### src/ext_bus_params.svh
// timing counts, register offsets, fields and reset values of the bus unit
`ifndef EXT_BUS_PARAMS_SVH
`define EXT_BUS_PARAMS_SVH
`define CLK_PERIOD_NS 25
`define MC_CLKS 4
`define RESET_MC 2
`define RESET_CLKS (`RESET_MC * `MC_CLKS)
`define ADDR_CLKS 2
`define MIN_DATA_MC 2
`define CODE_INT_TOP 16'h8000
`define SRAM_TOP 16'h0400
`define REG_CTRL 4'h0
`define REG_STAT 4'h1
`define CTRL_STRETCH_LSB 0
`define CTRL_STRETCH_W 3
`define CTRL_WAIT_EN_BIT 3
`define CTRL_SRAM_ON_BIT 4
`define CTRL_RESET 8'h01
`define CTRL_MASK 8'h1f
`define P3_WR_BIT 6
`define P3_RD_BIT 7
`endif

### src/ext_bus_pkg.sv
// types shared by the external bus unit
package ext_bus_pkg;
   // kind of access the core asks for
   typedef enum logic [1:0] {
      ACC_FETCH = 2'h0,
      ACC_MOVC = 2'h1,
      ACC_DRD = 2'h2,
      ACC_DWR = 2'h3
   } acc_kind_t;
   // one core request
   typedef struct packed {
      acc_kind_t kind;
      logic [15:0] addr;
      logic [7:0] wdata;
   } acc_req_t;
   // sequencer states, gray along idle-addr-strobe
   typedef enum logic [1:0] {
      ST_IDLE = 2'h0,
      ST_ADDR = 2'h1,
      ST_STRB = 2'h3
   } seq_state_t;
   // alternate inputs fanned out from ports 1 and 3
   typedef struct packed {
      logic timer2_count_in;
      logic timer2_ctl_in;
      logic uart1_rx_pin;
      logic [3:0] ext_irq_hi;
      logic uart0_rx_pin;
      logic ext_irq0_pin;
      logic ext_irq1_pin;
      logic timer0_count_in;
      logic timer1_count_in;
   } alt_in_t;
endpackage : ext_bus_pkg

### src/ext_bus_unit.sv
// external memory bus sequencer and pin-function mux of the controller
//
// Operation
// - external-access low forces all fetches external
// - ea high, below 32 KB: fetch stays internal
// - program-store strobe on external fetch and movc
// - ale strobe lets latch capture low address
// - reset pin high two machine cycles resets
// - machine cycle is four clocks
// - port 0 open drain, else address/data
// - port 2 pulled up, else upper address
// - port 3 bits 6/7 write/read strobes
// - port 4 bit 0 optional wait input
// - port 1 alternate timer, uart, irq inputs
// - port 3 alternate uart, irq, timer functions
// - software sets data access length
// - data access two to nine machine cycles
// - on-chip sram off after reset
// - wait enabled makes port 4 bit 0 input
`timescale 1ns/1ps
`include "ext_bus_params.svh"
module ext_bus_unit
   import ext_bus_pkg::*;
(
   // clock, reset, enable
   input wire logic ref_clk,
   input wire logic nrst,
   input wire logic clk_en,
   // register port
   input wire logic [3:0] reg_addr,
   input wire logic [7:0] reg_wdata,
   input wire logic reg_wr,
   input wire logic reg_rd,
   output logic [7:0] reg_rdata,
   // core access port, hold valid until ack
   input wire logic req_valid,
   input wire acc_req_t req,
   output logic ack,
   output logic ack_local,
   output logic [7:0] ack_rdata,
   output logic busy,
   // core port latches and serial outputs
   input wire logic [7:0] p0_latch,
   input wire logic [7:0] p1_latch,
   input wire logic [7:0] p2_latch,
   input wire logic [7:0] p3_latch,
   input wire logic [3:0] p4_latch,
   input wire logic uart0_tx,
   input wire logic uart1_tx,
   // device reset out to the rest of the chip
   output logic core_rst,
   // control pins
   input wire logic ext_code_select_n,
   input wire logic rst_pin,
   output logic ale,
   output logic program_store_strobe_n,
   // port pins
   input wire logic [7:0] p0_in,
   output logic [7:0] p0_out,
   output logic [7:0] p0_oe,
   input wire logic [7:0] p1_in,
   output logic [7:0] p1_out,
   output logic [7:0] p1_oe,
   output logic [7:0] p2_out,
   output logic [7:0] p2_oe,
   input wire logic [7:0] p3_in,
   output logic [7:0] p3_out,
   output logic [7:0] p3_oe,
   input wire logic [3:0] p4_in,
   output logic [3:0] p4_out,
   output logic [3:0] p4_oe,
   // alternate pin inputs to timers, uarts, irq logic
   output alt_in_t alt_in
);

   // access is served on chip: internal rom or enabled sram
   function automatic logic is_local(input acc_req_t r, input logic ea_n,
                                     input logic sram_on);
      if (r.kind == ACC_FETCH || r.kind == ACC_MOVC) begin
         is_local = ea_n && (r.addr < `CODE_INT_TOP);
      end else begin
         is_local = sram_on && (r.addr < `SRAM_TOP);
      end
   endfunction : is_local

   // strobe clocks: code one half cycle, data stretch+2 cycles less addr
   function automatic logic [5:0] strb_clks(input acc_kind_t k,
                                            input logic [2:0] st);
      if (k == ACC_FETCH || k == ACC_MOVC) begin
         strb_clks = 6'(`MC_CLKS - `ADDR_CLKS);
      end else begin
         strb_clks = 6'((st + `MIN_DATA_MC) * `MC_CLKS - `ADDR_CLKS);
      end
   endfunction : strb_clks

   logic [1:0] phase_q; // clock within machine cycle
   logic [3:0] rst_cnt_q; // clocks seen with reset pin high
   logic core_rst_q; // device reset from the pin
   logic [7:0] ctrl_q; // stretch, wait enable, sram enable
   seq_state_t state_q; // bus sequencer state
   acc_req_t cur_q; // request being served
   logic [5:0] cnt_q; // clocks left in current state
   logic local_q; // last access stayed on chip
   logic [7:0] rdata_q;
   logic ack_q;
   logic ale_q;
   logic program_store_strobe_n_n_q;
   logic wr_n_q;
   logic rd_n_q;
   logic [7:0] p0_out_q, p0_oe_q, p1_out_q, p1_oe_q;
   logic [7:0] p2_out_q, p2_oe_q, p3_out_q, p3_oe_q;
   logic [3:0] p4_out_q, p4_oe_q;
   alt_in_t alt_q;
   logic mc_end; // last clock of a machine cycle
   logic soft_rst; // board reset or pin reset
   logic wait_en;
   logic wait_hold; // slow device asks for more time
   logic is_code;

   assign mc_end = (phase_q == 2'(`MC_CLKS - 1));
   assign soft_rst = !nrst || core_rst_q;
   assign wait_en = ctrl_q[`CTRL_WAIT_EN_BIT];
   assign wait_hold = wait_en && !p4_in[0];
   assign is_code = (cur_q.kind == ACC_FETCH) || (cur_q.kind == ACC_MOVC);

   // machine cycle phase, free running so bus timing stays aligned
   always_ff @(posedge ref_clk) begin
      if (!nrst) begin
         phase_q <= 2'h0;
      end else if (clk_en) begin
         phase_q <= mc_end ? 2'h0 : phase_q + 2'h1;
      end
   end

   // reset pin filter: a glitch shorter than two cycles is ignored
   always_ff @(posedge ref_clk) begin
      if (!nrst) begin
         rst_cnt_q <= 4'h0;
         core_rst_q <= 1'b0;
      end else if (clk_en) begin
         if (!rst_pin) begin
            rst_cnt_q <= 4'h0;
            core_rst_q <= 1'b0;
         end else if (rst_cnt_q == 4'(`RESET_CLKS - 1)) begin
            core_rst_q <= 1'b1;
         end else begin
            rst_cnt_q <= rst_cnt_q + 4'h1;
         end
      end
   end

   // control register; pin reset also reloads its reset value
   always_ff @(posedge ref_clk) begin
      if (soft_rst) begin
         ctrl_q <= `CTRL_RESET;
      end else if (clk_en && reg_wr && reg_addr == `REG_CTRL) begin
         ctrl_q <= reg_wdata & `CTRL_MASK;
      end
   end

   // register read data, one cycle after the strobe only
   always_ff @(posedge ref_clk) begin
      if (!nrst) begin
         reg_rdata <= 8'h00;
      end else if (clk_en) begin
         reg_rdata <= 8'h00;
         if (reg_rd && reg_addr == `REG_CTRL) begin
            reg_rdata <= ctrl_q;
         end else if (reg_rd && reg_addr == `REG_STAT) begin
            reg_rdata <= {4'h0, local_q, core_rst_q, ext_code_select_n,
                          state_q != ST_IDLE};
         end
      end
   end

   // bus sequencer; requests start on a machine cycle boundary
   always_ff @(posedge ref_clk) begin
      if (soft_rst) begin
         state_q <= ST_IDLE;
         cur_q <= '0;
         cnt_q <= 6'h0;
         local_q <= 1'b0;
         ack_q <= 1'b0;
         rdata_q <= 8'h00;
      end else if (clk_en) begin
         ack_q <= 1'b0;
         case (state_q)
            ST_IDLE: begin
               if (req_valid && mc_end && !ack_q) begin
                  cur_q <= req;
                  local_q <= is_local(req, ext_code_select_n,
                                      ctrl_q[`CTRL_SRAM_ON_BIT]);
                  if (is_local(req, ext_code_select_n,
                               ctrl_q[`CTRL_SRAM_ON_BIT])) begin
                     ack_q <= 1'b1; // on chip: no bus cycle
                  end else begin
                     state_q <= ST_ADDR;
                     cnt_q <= 6'(`ADDR_CLKS - 1);
                  end
               end
            end
            ST_ADDR: begin
               if (cnt_q == 6'h0) begin
                  state_q <= ST_STRB;
                  cnt_q <= strb_clks(cur_q.kind,
                     ctrl_q[`CTRL_STRETCH_LSB +: `CTRL_STRETCH_W]) - 6'h1;
               end else begin
                  cnt_q <= cnt_q - 6'h1;
               end
            end
            ST_STRB: begin
               if (cnt_q != 6'h0) begin
                  cnt_q <= cnt_q - 6'h1;
               end else if (!(wait_hold && !is_code)) begin
                  state_q <= ST_IDLE;
                  ack_q <= 1'b1;
                  rdata_q <= p0_in; // sampled as the strobe rises
               end
            end
            default: begin
               state_q <= ST_IDLE;
            end
         endcase
      end
   end

   // ale, program store, write and read strobes; all registered for clean edges
   always_ff @(posedge ref_clk) begin
      if (soft_rst) begin
         ale_q <= 1'b0;
         program_store_strobe_n_n_q <= 1'b1;
         wr_n_q <= 1'b1;
         rd_n_q <= 1'b1;
      end else if (clk_en) begin
         // ale high through the address phase only
         ale_q <= (state_q == ST_IDLE && req_valid && mc_end && !ack_q &&
                   !is_local(req, ext_code_select_n,
                             ctrl_q[`CTRL_SRAM_ON_BIT])) ||
                  (state_q == ST_ADDR && cnt_q != 6'h0);
         program_store_strobe_n_n_q <= !((state_q == ST_ADDR && cnt_q == 6'h0 && is_code) ||
                       (state_q == ST_STRB && cnt_q != 6'h0 && is_code));
         wr_n_q <= !((state_q == ST_ADDR && cnt_q == 6'h0 &&
                      cur_q.kind == ACC_DWR) ||
                     (state_q == ST_STRB && cur_q.kind == ACC_DWR &&
                      (cnt_q != 6'h0 || wait_hold)));
         rd_n_q <= !((state_q == ST_ADDR && cnt_q == 6'h0 &&
                      cur_q.kind == ACC_DRD) ||
                     (state_q == ST_STRB && cur_q.kind == ACC_DRD &&
                      (cnt_q != 6'h0 || wait_hold)));
      end
   end

   // port drive: bus owns ports 0/2 while an external access runs
   always_ff @(posedge ref_clk) begin
      if (soft_rst) begin
         p0_out_q <= 8'h00;
         p0_oe_q <= 8'h00;
         p2_out_q <= 8'hff;
         p2_oe_q <= 8'h00;
      end else if (clk_en) begin
         if (ale_q || state_q == ST_ADDR) begin
            p0_out_q <= cur_q.addr[7:0]; // low address
            p0_oe_q <= 8'hff;
            p2_out_q <= cur_q.addr[15:8]; // upper address
            p2_oe_q <= 8'hff;
         end else if (state_q == ST_STRB) begin
            p0_out_q <= cur_q.wdata;
            p0_oe_q <= {8{cur_q.kind == ACC_DWR}}; // read: rom/ram drives
            p2_out_q <= cur_q.addr[15:8];
            p2_oe_q <= 8'hff;
         end else begin
            // open drain: only a zero is driven
            p0_out_q <= 8'h00;
            p0_oe_q <= ~p0_latch;
            // quasi port: drive low, pull-up gives high
            p2_out_q <= p2_latch;
            p2_oe_q <= ~p2_latch;
         end
      end
   end

   // ports 1, 3, 4 with alternate functions
   always_ff @(posedge ref_clk) begin
      if (soft_rst) begin
         p1_out_q <= 8'hff;
         p1_oe_q <= 8'h00;
         p3_out_q <= 8'hff;
         p3_oe_q <= 8'h00;
         p4_out_q <= 4'hf;
         p4_oe_q <= 4'h0;
      end else if (clk_en) begin
         p1_out_q <= {p1_latch[7:4], p1_latch[3] & uart1_tx,
                      p1_latch[2:0]};
         p1_oe_q <= ~{p1_latch[7:4], p1_latch[3] & uart1_tx, p1_latch[2:0]};
         p3_out_q <= {p3_latch[7] & rd_n_q, p3_latch[6] & wr_n_q,
                      p3_latch[5:2], p3_latch[1] & uart0_tx,
                      p3_latch[0]};
         p3_oe_q <= ~{p3_latch[7] & rd_n_q, p3_latch[6] & wr_n_q,
                      p3_latch[5:2], p3_latch[1] & uart0_tx, p3_latch[0]};
         p4_out_q <= p4_latch;
         p4_oe_q <= {~p4_latch[3:1], ~p4_latch[0] & !wait_en};
      end
   end

   // alternate inputs taken from the pins
   always_ff @(posedge ref_clk) begin
      if (!nrst) begin
         alt_q <= '1;
      end else if (clk_en) begin
         alt_q <= {p1_in[0], p1_in[1], p1_in[2], p1_in[7:4],
                   p3_in[0], p3_in[2], p3_in[3], p3_in[4],
                   p3_in[5]};
      end
   end

   assign ack = ack_q;
   assign ack_local = local_q;
   assign ack_rdata = rdata_q;
   // idle is the only state with bit 0 low, so busy is a bare flop bit
   assign busy = state_q[0];
   assign core_rst = core_rst_q;
   assign ale = ale_q;
   assign program_store_strobe_n = program_store_strobe_n_n_q;
   assign p0_out = p0_out_q;
   assign p0_oe = p0_oe_q;
   assign p1_out = p1_out_q;
   assign p1_oe = p1_oe_q;
   assign p2_out = p2_out_q;
   assign p2_oe = p2_oe_q;
   assign p3_out = p3_out_q;
   assign p3_oe = p3_oe_q;
   assign p4_out = p4_out_q;
   assign p4_oe = p4_oe_q;
   assign alt_in = alt_q;
endmodule : ext_bus_unit

### config.mk
export PLATFORM = sky130hd
export DESIGN_NAME = ext_bus_unit
export DESIGN_NICKNAME = d
export VERILOG_FILES = /design/src/ext_bus_pkg.sv /design/src/ext_bus_unit.sv
export VERILOG_INCLUDE_DIRS = /design/src
export SDC_FILE = /design/constraint.sdc
export NUM_CORES = 1
export LEC_CHECK = 0
export ABC_AREA = 0
export BUFFER_PORTS_ARGS = -buffer_cell sky130_fd_sc_hd__buf_2
export CAP_MARGIN = 20
export CORE_AREA = 2 2 109 111
export CTS_CLUSTER_SIZE = 16
export DETAILED_ROUTE_END_ITERATION = 8
export DIE_AREA = 0 0 111 113
export HOLD_SLACK_MARGIN = 0.12
export PLACE_DENSITY = 0.86
export SLEW_MARGIN = 0
export SYNTH_ARGS = -nofsm -noshare
export SYNTH_HDL_FRONTEND = slang
export SYNTH_SLANG_ARGS = --single-unit
### constraint.sdc
create_clock -name ref_clk -period 3.14 [get_ports ref_clk]
set_input_delay 0.628 -clock ref_clk [delete_from_list [all_inputs] [get_ports ref_clk]]
set_output_delay 0.628 -clock ref_clk [all_outputs]
set_load 0.03 [all_outputs]
=== Word level (Yosys, flattened, before mapping) ===
Cells that the tools add are included.

* Add/subtract/negate cells: 6
* Bitwise logic cells: 13
* Reduce and logical (&&, ||, !) cells: 57
* Equality and inequality tests: 17
* Multiplexer cells: 43
* $lt $le $gt $ge: 2

{| class="wikitable"
|+ Operators with widths
! kind !! count
|-
| $mux W8 || 8
|-
| $mux W6 || 9
|-
| $not A8 Y8 || 4
|-
| $logic_and A1 B1 Y1 || 25
|-
| $pmux W6 S3 || 1
|-
| $lt A16 B11 Y1 const B || 1
|-
| $lt A16 B16 Y1 const B || 1
|-
| $mux W1 || 13
|-
| $mux W2 || 6
|-
| $mux W4 || 3
|-
| $ne A2 B2 Y1 const B || 6
|-
| $sub A6 B1 Y6 const B || 2
|-
| $logic_not A1 Y1 || 9
|-
| $logic_or A1 B1 Y1 || 9
|-
| $eq A2 B2 Y1 const B || 4
|-
| $eq A2 B1 Y1 const B || 3
|-
| $logic_not A2 Y1 || 3
|-
| $logic_not A6 Y1 || 1
|-
| $pmux W2 S3 || 1
|-
| $reduce_and A6 Y1 || 1
|-
| $reduce_bool A6 Y1 || 1
|-
| $sub A6 B2 Y6 const B || 1
|-
| $and A1 B1 Y1 || 5
|-
| $mux W5 || 1
|-
| 16 further kinds || 20
|}

* Word-level logic and storage cells: 174
* Output and inout port bits: 106
* Register bits: 152
* Input bits: 112

=== Depth between registers and ports, before layout ===
* Depth after elaboration: 10
* Depth in mapped cells: 10
* Depth with buffers taken out: 7

=== Worst setup path before layout ===
No wires, ideal clock.

* Path type: register to register
* From: register state_q[0]
* To: register cnt_q[2]
* Cell stages (with the launch flop): 9
* Period minus slack after synthesis: 2.012 ns
* Data required time: 3.023 ns
* Path buffers: 2
* Setup time: 0.117 ns
* Data arrival time: 1.894 ns
* Slack: 1.128 ns
* Cells stage by stage: dfxtp_1 > ha_1 > clkbuf_1 > or3_1 > o31ai_1 > a211oi_1 > buf_2 > o21ai_0 > a32o_1

* Longest elaborated chain between the ends: 3
* Elaborated cells on any way between the ends: 9
* Classes of those cells: eq/ne (5); mux (1); reduce/logical (3)

{| class="wikitable"
|+ RTL lines
! what !! RTL line !! RTL
|-
| start: declaration || ext_bus_unit.sv:100 || <nowiki>seq_state_t state_q;</nowiki>
|-
| start signal: assignment || ext_bus_unit.sv:179 || <nowiki>state_q <= ST_IDLE;</nowiki>
|-
| start signal: assignment || ext_bus_unit.sv:197 || <nowiki>state_q <= ST_ADDR;</nowiki>
|-
| start signal: assignment || ext_bus_unit.sv:204 || <nowiki>state_q <= ST_STRB;</nowiki>
|-
| $eq A2 B2 Y1 (tied with other cells) || ext_bus_unit.sv:187 || <nowiki>case (state_q)</nowiki>
|-
| $ne A2 B2 Y1 (no line) / $reduce_bool A3 Y1 (equally long branches) || - ||
|-
| $reduce_and A5 Y1 (no line) || - ||
|-
| end signal: assignment || ext_bus_unit.sv:198 || <nowiki>cnt_q <= 6'(`ADDR_CLKS - 1);</nowiki>
|-
| end signal: assignment || ext_bus_unit.sv:205 || <nowiki>cnt_q <= strb_clks(cur_q.kind,</nowiki>
|-
| end signal: assignment || ext_bus_unit.sv:208 || <nowiki>cnt_q <= cnt_q - 6'h1;</nowiki>
|-
| end: declaration || ext_bus_unit.sv:102 || <nowiki>logic [5:0] cnt_q;</nowiki>
|}

Several ways; a longest one is shown, not always the timed one.
A chain may end at the register's enable or synchronous reset.

=== Worst setup path after layout ===
* From: register cnt_q[0]
* To: register rdata_q[6] (netlist: ack_rdata[6])

* Longest elaborated chain between the ends: 3

{| class="wikitable"
|+ RTL lines
! what !! RTL line !! RTL
|-
| $reduce_bool A6 Y1 || ext_bus_unit.sv:212 || <nowiki>if (cnt_q != 6'h0) begin</nowiki>
|-
| $not A1 Y1 (no line) || - ||
|-
| $reduce_and A4 Y1 (no line) || - ||
|-
| end signal: assignment || ext_bus_unit.sv:217 || <nowiki>rdata_q <= p0_in;</nowiki>
|-
| end: declaration || ext_bus_unit.sv:104 || <nowiki>logic [7:0] rdata_q;</nowiki>
|}

No other way between the ends.

==> summary.txt <==
Detailed routing
  – DR vias: 5365
  – Via density: between 5 and 6
  – Initial drt markers: approximately 440
  – DR DRC count: 0
  – Post-route ant nets: 0
  – DRT Wirelength: between 15000 and 20000 um
  – WL/cell: roughly 15 um
  – Drt pass-1 iters: 4

Floorplan
  – Die area: approximately 13000 sq um
  – Initial Utilization: 52.7%
  – Site row count: 39
  – Chip width: about 110 um
  – Top Ports: between 200 and 250
  – Die Span Y: 113 um
  – Core Area: about 11000 sq um

GRT
  – Number of global-route vias before repair: ~5.1k
  – Maximum number of pins on one net before global-route repair: approximately 120
  – Total GRT Usage: between 20% and 30%
  – Initial antenna violation count: 0
  – Gr ovfl total: 0
  – First-pass GRT wire length: 24300 um

Final layout
  – Most frequent cells in the layout: 203 x buf_2, 149 x dfxtp_1, 87 x nand2_1
  – Synth-to-layout area growth: 28.0%
  – Number of fillers in the final layout: slightly above 900
  – Layout Nets: around 970
  – Layout cells sized above 1: a little under a third
  – Non-filler cells, final: around 1.0k
  – Ant. Diodes: 0
  – Most common cell after layout, fill and taps aside: buf_2

Logic synthesis
  – Post-synthesis register bit count: about 150
  – YS warnings: 0
  – Post-Synth XOR/XNOR Area: 0.295%
  – Register area share after synthesis: between 50% and 60%
  – Syn_area_per_cell: about 9 sq um
  – Synthesized area: 5940 sq um
  – Synth Area in Simple Gates: between 15 and 20%
  – Most used DFF post-synth: dfxtp_1
  – Synth area leader: dfxtp_1
  – Top cells by area, synth: dfxtp_1 50%, nand2_1 5.5%, mux2i_1 5.2%
  – Gate count of the mapped netlist: 667
  – Ys async rst share: 0%
  – Compound-Gate Fraction of Synth Area: about 20%
  – Largest family of logic cells by synthesized area: compound AO/OA/AOI/OAI gates
  – Post-synth EDFFs: 0
  – Yosys top cell area share: about half
  – Adder and majority cell fraction of the synthesized area: under 10%
  – Multiplexer share of the synthesized area: ~5.2%
  – Distinct cells, synth: between 50 and 60

Worst setup path
  – CP endpoint kind: flip-flop
  – CP Launch Type: flip-flop
  – Worst-path maximum fanout: 9
  – Setup Crit Path Kind: reg2reg
  – CP arrival: roughly 2700 ps
  – Critical Path RT: ~3400 ps

Timing
  – Worst slew pin tran: 867 ps
  – Slew headroom: 42.2%
  – Tcrit/Tclk final: between 70% and 80%
  – Final TNS setup: 0 ps
  – Fin Clk Skew: between 7 and 8 ps
  – Slew Limit Fails: 0
  – RSZ-0062 raised after global routing: no
  – Fmax: a little over 400 MHz
  – Final setup fails: 0
  – Fin. Hold Viols: 0
  – Fin crit period: 2410 ps
  – Minimum hold slack: between 400 and 500 ps

Clock tree
  – CTS Hold Bufs: 0
  – CTS H-tree depth: 4
  – Clock slew at reported path FFs: approximately 60 ps
  – Number of setup buffers added after CTS: 0
  – CTS resizes: 0
  – Root Driver: clkbuf_16
  – CTS tree: built
  – Clk buf depth: 2
  – Clock sink total: approximately 150
  – Num CTS Buffers: 17
  – Clock Latency Late Sink: between 400 and 500 ps

Pwr
  – Cell Pwr Density: 588 nW/um^2
  – Static Leak: 3.42 nW
  – Worst VDD drop: 446 uV

Placement
  – Cells after DPL: roughly 980
  – GP Congestion: between 0.8 and 0.9
  – Dpl hpwl: roughly 11000 um
  – Port Buffers: about 200

Run status
  – Outcome: finished, final reports clean

Min path
  – HP Class: in2reg

Run
  – Max Cap Viol: 0
-- worst max-delay path: stages, from the launching register on --
cell       delay (ps)
dfxtp_1           320
inv_1              80
ha_1              230
or4b_4            560
a2111oi_4         780
mux2i_1           270
nor2_1             50
-- cells in the mapped netlist, types with 3 or more instances --
cell type    n
a211oi_1    11
a21boi_0     3
a21oi_1     54
a311oi_1    17
a31oi_1      6
and2_1       6
buf_1        6
buf_2        9
buf_4        4
clkbuf_1    32
dfxtp_1    149
ha_1         9
inv_1       30
mux2i_1     31
nand2_1     87
nand3_1     15
nor2_1      58
nor2b_1     14
nor3_1      11
o21a_1      20
o21ai_0     39
o221a_2      9
o2bb2ai_1    4
-- cell families after synthesis --
kind of cell             Yosys count
multiplexers                      31
other                              1
buffers and inverters             83
AO/OA/AOI/OAI                    178
adder cells (fa/ha/maj)            9
AND/OR/NAND/NOR                  214
flip-flops                       149
XOR/XNOR                           2
-- final cells by class --
| type | instances | area, sq um | area share [%] |
|---|---|---|---|
| timing repair buffer | 217 | 1150 | 15.1 |
| tap | 143 | 179 | 2.36 |
| multi-input combinational | 437 | 2610 | 34.4 |
| inverter | 30 | 113 | 1.48 |
| sequential | 149 | 2980 | 39.3 |
| clock inverter | 9 | 104 | 1.37 |
| clock buffer | 23 | 458 | 6.03 |
-- worst paths after layout --
kind / start / end / slack [ps] / cells after the start
worst min-delay path: p2_latch[1] / p2_oe[1] / 430 / 2
worst max register to register: cnt_q[0] / ack_rdata[6] / 730 / 6
worst max-delay path: cnt_q[0] / ack_rdata[6] / 730 / 6
worst min register to register: cur_q[22] / cur_q[22] / 450 / 2
-- metal layers --
layer	vias up	global-route usage [%]	routed length (um)
met5	-	0	0
met4	0	9.67	272
met3	24	6.59	932
met2	188	39.9	7320
met1	2483	29.6	6610
li1	2670	-	-
-- per-stage QoR --
stage / power [mW] / utilization, % / setup slack, ps / area, sq um
5_1_grt: 4.64 / 67.4 / 579 / 7590
3_5_place_dp: 2.58 / 62.4 / 707 / 7030
2_1_floorplan: 2.38 / - / 1130 / 5940
6_report: 4.47 / 67.4 / 731 / 7590
4_1_cts: 4.51 / 67.4 / 701 / 7590
3_3_place_gp: 2.56 / 62.4 / 773 / 7030
-- registers in the layout, indices dropped and copies added (netlist names), 6 cells and up --
signal / count
p3_out: 8
p1_oe: 8
alt_in: 12
p0_oe: 8
p3_oe: 8
p2_out: 8
p1_out: 8
cnt_q: 6
cur_q: 26
p2_oe: 8
ack_rdata: 8
p0_out: 8
-- power by group --
part	switching (mW)	leakage, nW	internal (mW)
logic	0.342	1.92	0.178
clock network	0.746	0.271	1.19
registers	0.0431	1.22	1.97
(Power assumes the default switching activity.)
